### config.mk
export PLATFORM = sky130hd
export DESIGN_NAME = scs_system_clock_source_select
export DESIGN_NICKNAME = d
export VERILOG_FILES = /design/src/scs_pkg.sv /design/src/scs_sync.sv /design/src/scs_system_clock_source_select.sv
export SDC_FILE = /design/constraint.sdc
export NUM_CORES = 1
export LEC_CHECK = 0
export BUFFER_PORTS_ARGS = -buffer_cell sky130_fd_sc_hd__buf_2
export CORE_ASPECT_RATIO = 0.6
export CORE_MARGIN = 2
export CORE_UTILIZATION = 57
export DETAILED_ROUTE_END_ITERATION = 7
export PLACE_DENSITY = 0.89
export SLEW_MARGIN = 15
export SYNTH_ARGS = -nofsm -noshare
export SYNTH_HDL_FRONTEND = slang
export SYNTH_HIERARCHICAL = 1
export SYNTH_SLANG_ARGS = --single-unit
### constraint.sdc
create_clock -name SYS_CLK -period 4.1 [get_ports SYS_CLK]
set_clock_uncertainty 0.2 [all_clocks]
set_input_delay 1.23 -clock SYS_CLK [delete_from_list [all_inputs] [get_ports SYS_CLK]]
set_output_delay 1.23 -clock SYS_CLK [all_outputs]
set_load 0.01 [all_outputs]
### src/scs_pkg.sv
// Constants and types for the system clock source selector.
// Assumes a single SYS_CLK domain; all clock sources arrive as sampled pins.
package scs_pkg;
   localparam int DIV_W = 10;
   localparam int SRC_N = 5;
   localparam real SYS_CLK_PERIOD_NS = 20.0;
   localparam logic [1:0] SEL_WAKEUP = 2'h0;
   localparam logic [1:0] SEL_RESERVED = 2'h1;
   localparam logic [1:0] SEL_LOOP_OR_PRESC = 2'h2;
   localparam logic [1:0] SEL_DIRECT = 2'h3;
   localparam int IDX_WAKEUP = 0;
   localparam int IDX_PLL = 1;
   localparam int IDX_CRYSTAL = 2;
   localparam int IDX_INT_OSC = 3;
   localparam int IDX_DIRECT = 4;
   localparam logic [DIV_W-1:0] CNT_RESET = 10'h000;
   localparam logic [DIV_W-1:0] DIV_RESET = 10'h000;
   localparam logic CLK_OUT_RESET = 1'b0;
   localparam logic PLL_EN_RESET = 1'b0;
   typedef enum logic [3:0]
   {
      SCS_SRC_WAKE = 4'h1,
      SCS_SRC_PLL = 4'h2,
      SCS_SRC_PRESC = 4'h4,
      SCS_SRC_DIRECT = 4'h8
   } scs_src_e;
   localparam scs_src_e SRC_RESET = SCS_SRC_WAKE;
endpackage

### src/scs_sync.sv
// Two-stage synchroniser for a vector of independent levels.
// Assumes each bit is an unrelated asynchronous level; no bus coherence.
`timescale 1ns/1ps
`default_nettype none
module scs_sync #(
   parameter int W = 1
) (
   input wire logic clk,
   input wire logic rst_n,
   input wire logic [W-1:0] d,
   output logic [W-1:0] q
);
   logic [W-1:0] meta_r;
   logic [W-1:0] meta_nxt;
   logic [W-1:0] q_r;
   logic [W-1:0] q_nxt;

   always_comb
   begin
      meta_nxt = d;
      q_nxt = meta_r;
   end

   always_ff @(posedge clk or negedge rst_n)
   begin
      if (!rst_n)
      begin
         meta_r <= '0;
         q_r <= '0;
      end
      else
      begin
         meta_r <= meta_nxt;
         q_r <= q_nxt;
      end
   end

   assign q = q_r;
endmodule
`default_nettype wire

### src/scs_system_clock_source_select.sv
// System clock source selector with output prescaler.
// Assumes every source toggles below half of SYS_CLK; sources are sampled, so edges jitter by one cycle.
`timescale 1ns/1ps
`default_nettype none
module scs_system_clock_source_select
   import scs_pkg::*;
#(
   parameter int DIV_W = scs_pkg::DIV_W
) (
   input wire logic SYS_CLK,
   input wire logic RST_N,
   input wire logic DIRECT_CLOCK_INPUT_PIN,
   input wire logic CRYSTAL_INPUT_PIN,
   input wire logic INT_OSC_CLK,
   input wire logic PLL_CLK,
   input wire logic WAKEUP_CLK,
   input wire logic [1:0] SYSTEM_CLOCK_SOURCE_SELECT,
   input wire logic VCO_BYPASS,
   input wire logic OSC_USE_INTERNAL,
   input wire logic [DIV_W-1:0] OUTPUT_PRESCALER_DIVIDER_FIELD,
   output logic SYS_CLK_OUT,
   output logic PLL_ENABLE,
   output logic [3:0] SOURCE_ACTIVE
);
   logic [SRC_N-1:0] src_raw;
   logic [SRC_N-1:0] src_s;
   logic osc_s;
   logic osc_prev_r;
   logic osc_prev_nxt;
   logic osc_rise;
   logic wrap;
   logic [DIV_W-1:0] cnt_r;
   logic [DIV_W-1:0] cnt_nxt;
   logic [DIV_W-1:0] div_r;
   logic [DIV_W-1:0] div_nxt;
   logic [DIV_W:0] half_w;
   logic presc_val;
   scs_src_e state_r;
   scs_src_e state_nxt;
   scs_src_e req;
   logic req_val;
   logic clk_out_r;
   logic clk_out_nxt;
   logic pll_en_r;
   logic pll_en_nxt;

   assign src_raw[IDX_WAKEUP] = WAKEUP_CLK;
   assign src_raw[IDX_PLL] = PLL_CLK;
   assign src_raw[IDX_CRYSTAL] = CRYSTAL_INPUT_PIN;
   assign src_raw[IDX_INT_OSC] = INT_OSC_CLK;
   assign src_raw[IDX_DIRECT] = DIRECT_CLOCK_INPUT_PIN;

   scs_sync #(
      .W(SRC_N)
   ) u_sync (
      .clk(SYS_CLK),
      .rst_n(RST_N),
      .d(src_raw),
      .q(src_s)
   );

   // Prescaler input: crystal or internal oscillator
   assign osc_s = OSC_USE_INTERNAL ? src_s[IDX_INT_OSC] : src_s[IDX_CRYSTAL];
   assign osc_rise = osc_s && !osc_prev_r;
   assign wrap = osc_rise && (cnt_r == div_r);
   // High for the first ceil(K/2) oscillator periods of each output period
   assign half_w = ({1'b0, div_r} + (DIV_W + 1)'(2)) >> 1;

   always_comb
   begin
      osc_prev_nxt = osc_s;
      cnt_nxt = cnt_r;
      div_nxt = div_r;
      if (wrap)
      begin
         cnt_nxt = CNT_RESET;
         // New factor only at a period boundary, so no runt pulse appears
         div_nxt = OUTPUT_PRESCALER_DIVIDER_FIELD;
      end
      else if (osc_rise)
      begin
         cnt_nxt = cnt_r + DIV_W'(1);
      end
   end

   always_comb
   begin
      if (div_r == '0)
      begin
         presc_val = osc_s;
      end
      else
      begin
         presc_val = ({1'b0, cnt_r} < half_w);
      end
   end

   // Requested source from the control inputs; reserved code keeps the present one
   always_comb
   begin
      case (SYSTEM_CLOCK_SOURCE_SELECT)
         SEL_DIRECT: req = SCS_SRC_DIRECT;
         SEL_LOOP_OR_PRESC: req = VCO_BYPASS ? SCS_SRC_PRESC : SCS_SRC_PLL;
         SEL_WAKEUP: req = SCS_SRC_WAKE;
         default: req = state_r;
      endcase
   end

   always_comb
   begin
      case (req)
         SCS_SRC_WAKE: req_val = src_s[IDX_WAKEUP];
         SCS_SRC_PLL: req_val = src_s[IDX_PLL];
         SCS_SRC_PRESC: req_val = presc_val;
         SCS_SRC_DIRECT: req_val = src_s[IDX_DIRECT];
         default: req_val = 1'b0;
      endcase
   end

   always_comb
   begin
      state_nxt = state_r;
      // Switch only while both old output and new source are low: no glitch, at most one stretched low
      if (req != state_r && !clk_out_r && !req_val)
      begin
         state_nxt = req;
      end
      case (state_nxt)
         SCS_SRC_WAKE: clk_out_nxt = src_s[IDX_WAKEUP];
         SCS_SRC_PLL: clk_out_nxt = src_s[IDX_PLL];
         SCS_SRC_PRESC: clk_out_nxt = presc_val;
         SCS_SRC_DIRECT: clk_out_nxt = src_s[IDX_DIRECT];
         default: clk_out_nxt = 1'b0;
      endcase
      // Loop runs before it is switched in and while it drives
      pll_en_nxt = (req == SCS_SRC_PLL) || (state_nxt == SCS_SRC_PLL);
   end

   always_ff @(posedge SYS_CLK or negedge RST_N)
   begin
      if (!RST_N)
      begin
         osc_prev_r <= 1'b0;
         cnt_r <= CNT_RESET;
         div_r <= DIV_RESET;
         state_r <= SRC_RESET;
         clk_out_r <= CLK_OUT_RESET;
         pll_en_r <= PLL_EN_RESET;
      end
      else
      begin
         osc_prev_r <= osc_prev_nxt;
         cnt_r <= cnt_nxt;
         div_r <= div_nxt;
         state_r <= state_nxt;
         clk_out_r <= clk_out_nxt;
         pll_en_r <= pll_en_nxt;
      end
   end

   assign SYS_CLK_OUT = clk_out_r;
   assign PLL_ENABLE = pll_en_r;
   assign SOURCE_ACTIVE = state_r;
endmodule
`default_nettype wire

==> flow_summary.ini <==
[worst_setup_path]
end_kind = flip-flop
crit_type = reg2reg
crit_required_ns = 4.07
start_kind = flip-flop
cp.arrival_ns = 3.39
cp_cell_sequence = ha_1, and3_1, nand2_1, nor2_1, xnor2_1, ha_1, nand2_1, o21ai_1, mux2i_4, a31oi_4, mux2i_1, nor3_1, a311o_1
cp_slowest_cell = dfrtp_1
worst-path-max-fanout = 7
slowest_delay_ns = 0.47

[timing]
tns_ns = 0
timing.final.crit_period_ns = 3.42
slew_headroom = 0.479
setup_violations = 0
post-route-period-util = 0.833
fin_ws_ns = 0.684
rsz0062_at_grt = no
max_slew.worst_pin.slew_ns = 0.781
drv_slew = 0
final_hold_viol_count = 0
fin_hold_ws_ns = 0.147
fmax_ghz = 0.293

[synth]
async_flop_share = 1.00
ys_warn_count = 6
synth_edf_count = 0
synth-seq-cells = 37
synth_top_cell_area_share = 0.426
synth_cell_types = 47
synth-main-ff-cell = dfrtp_1
syn_area_um2 = 2120
synth_seq_area_share = 0.438
avgSynthCellArea_um2 = 9.89
synth_top_area_cell = dfrtp_1
syn_nets = 246
syn_inst = 214
yosys-top-cells-area = dfrtp_1, xor2_1, nand2_1, ha_1, nor2_1

[cts]
clockRootBuffer = clkbuf_8
numCtsBuffers = 5
cts_setup_buffers = 0
path_clk_slew_ns = 0.08
clk_path_buf_depth = 2
tritoncts = yes
cts.htree.levels = 2
cts.sinks = 37
post_cts_resized = 0
clock_latency_ns = 0.29
hold_buffers = 0

[global_route]
grt_first_pass_wirelength_um = 7340
grt_max_degree = 38
grt_usage = 0.236
grt_overflow_total = 0
antenna_found_initial = 0
first_global_vias = 1507

[place]
dp_cells = 281
dp_hpwl_um = 3080
routabilityCongestion = 0.941
portBuffers = 26
dp_slack_ns = 0.722

[floorplanning]
dieArea_um2 = 4230
num_rows = 17
core_um2 = 3620
die_x_um = 82.7
start_util = 0.585
die_y_um = 51.2
ios = 27

[detailed_routing]
drc_errors = 0
route.antenna.remaining_nets = 0
routed_wl_um = 4250
drt-wirelength-per-cell_um = 14.7
drt_iter0_drc = 113
drt-vias-per-instance = 5.53
dr.pass1.iters = 4
vias = 1598

[worst_hold_path]
hold_path.class = reg2reg

[layout]
final_nets = 273
stdcell_count = 289
area_delta_synth_final_pct = 11.8
diodes = 0
drive_gt1_frac = 0.186

[status]
status = completed

[run]
maxCapViolCount = 0

[power_and_ir_drop]
peakVddDrop_uv = 323
p_leak_nw = 1.16
p_per_area_nw_per_um2 = 435
[report_power, final]
group / internal [mW] / switching (mW)
Combinational: 0.133 / 0.150
Clock: 0.120 / 0.136
Sequential: 0.416 / 0.0739
[layout make-up]
cell class	instances	area [um2]
repair buffers	27	138
clock buffers	5	68.8
well taps	47	58.8
flip-flops and latches	37	927
multi-input cells	161	1120
clock inverters	3	21.3
fillers	299	1250
inverters	9	33.8
[through the flow]
step	util	area, um2	power (mW)
2_1_floorplan	-	2120	0.680
3_3_place_gp	0.629	2270	0.766
3_5_place_dp	0.629	2270	0.775
4_1_cts	0.654	2360	1.04
5_1_grt	0.654	2360	1.10
6_report	0.654	2360	1.03
[per-layer routing]
| metal | vias up | track usage | wire (um) |
|---|---|---|---|
| li1 | 795 | - | - |
| met1 | 764 | 0.387 | 2300 |
| met2 | 34 | 0.305 | 1720 |
| met3 | 5 | 0.0601 | 200 |
| met4 | 0 | 0.0546 | 29 |
| met5 | - | 0 | 0 |
[flip-flops by register name, indices dropped and copies added (netlist names)]
signal and flops:
SYS_CLK_OUT 1, cnt_r 10, u_sync/meta_r 5, osc_prev_r 1, u_sync/q 5, SOURCE_ACTIVE 4
PLL_ENABLE 1, div_r 10
[logic make-up (layout without fill, tap and decap cells)]
family / after synthesis / count (layout) / share of synthesized area
xor gates and xnor gates: 25 / 25 / 0.103
buffers and inverters: 16 / 44 / 0.0337
DFF: 37 / 37 / 0.438
muxes: 5 / 5 / 0.0296
adders and majority gates: 11 / 11 / 0.0650
and+or+nand+nor: 95 / 95 / 0.237
AOI/OAI and AO/OA: 25 / 25 / 0.0934
[placed cells by master (no fill, tap or decap), types with 6 or more instances in the layout]
cell type and instances:
nand3_1 7, o21ai_0 6, nand2_1 39, xor2_1 20
buf_2 26, nand4_1 6, dfrtp_1 36, inv_1 8
ha_1 11, nor2_1 16
[cells in the mapped netlist (2+ instances only)]
master / instances
nand2_1: 39
dfrtp_1: 36
xor2_1: 20
nor2_1: 16
ha_1: 11
inv_1: 8
nand3_1: 7
nand4_1: 6
o21ai_0: 6
xnor2_1: 5
a21oi_1: 4
and3_1: 4
mux2i_1: 4
nor4b_1: 4
clkbuf_1: 3
nor4_1: 3
o21ai_1: 3
a32oi_1: 2
and3b_1: 2
buf_2: 2
nor2b_1: 2
or3_1: 2
[path summary, 6_finish.rpt]
check / from / end / slack (ns) / cells past startpoint
worst max-delay path: div_r[1] / PLL_ENABLE / 0.68 / 13
worst min-delay path: u_sync/meta_r[2] / u_sync/q[2] / 0.15 / 0
worst max register to register: div_r[1] / PLL_ENABLE / 0.68 / 13
worst min register to register: u_sync/meta_r[2] / u_sync/q[2] / 0.15 / 0
max in group asynchronous: RST_N / div_r[8] / 2.39 / 1
min in group asynchronous: RST_N / div_r[2] / 0.81 / 1
[critical path, delay by kind of cell (launching register included)]
kind,cells,cell delay (ns)
AOI/OAI and AO/OA,3,0.90
xor gates and xnor gates,1,0.10
adders and majority gates,2,0.52
DFF,1,0.47
muxes,2,0.45
and+or+nand+nor,5,0.63
(Power assumes the default switching activity.)
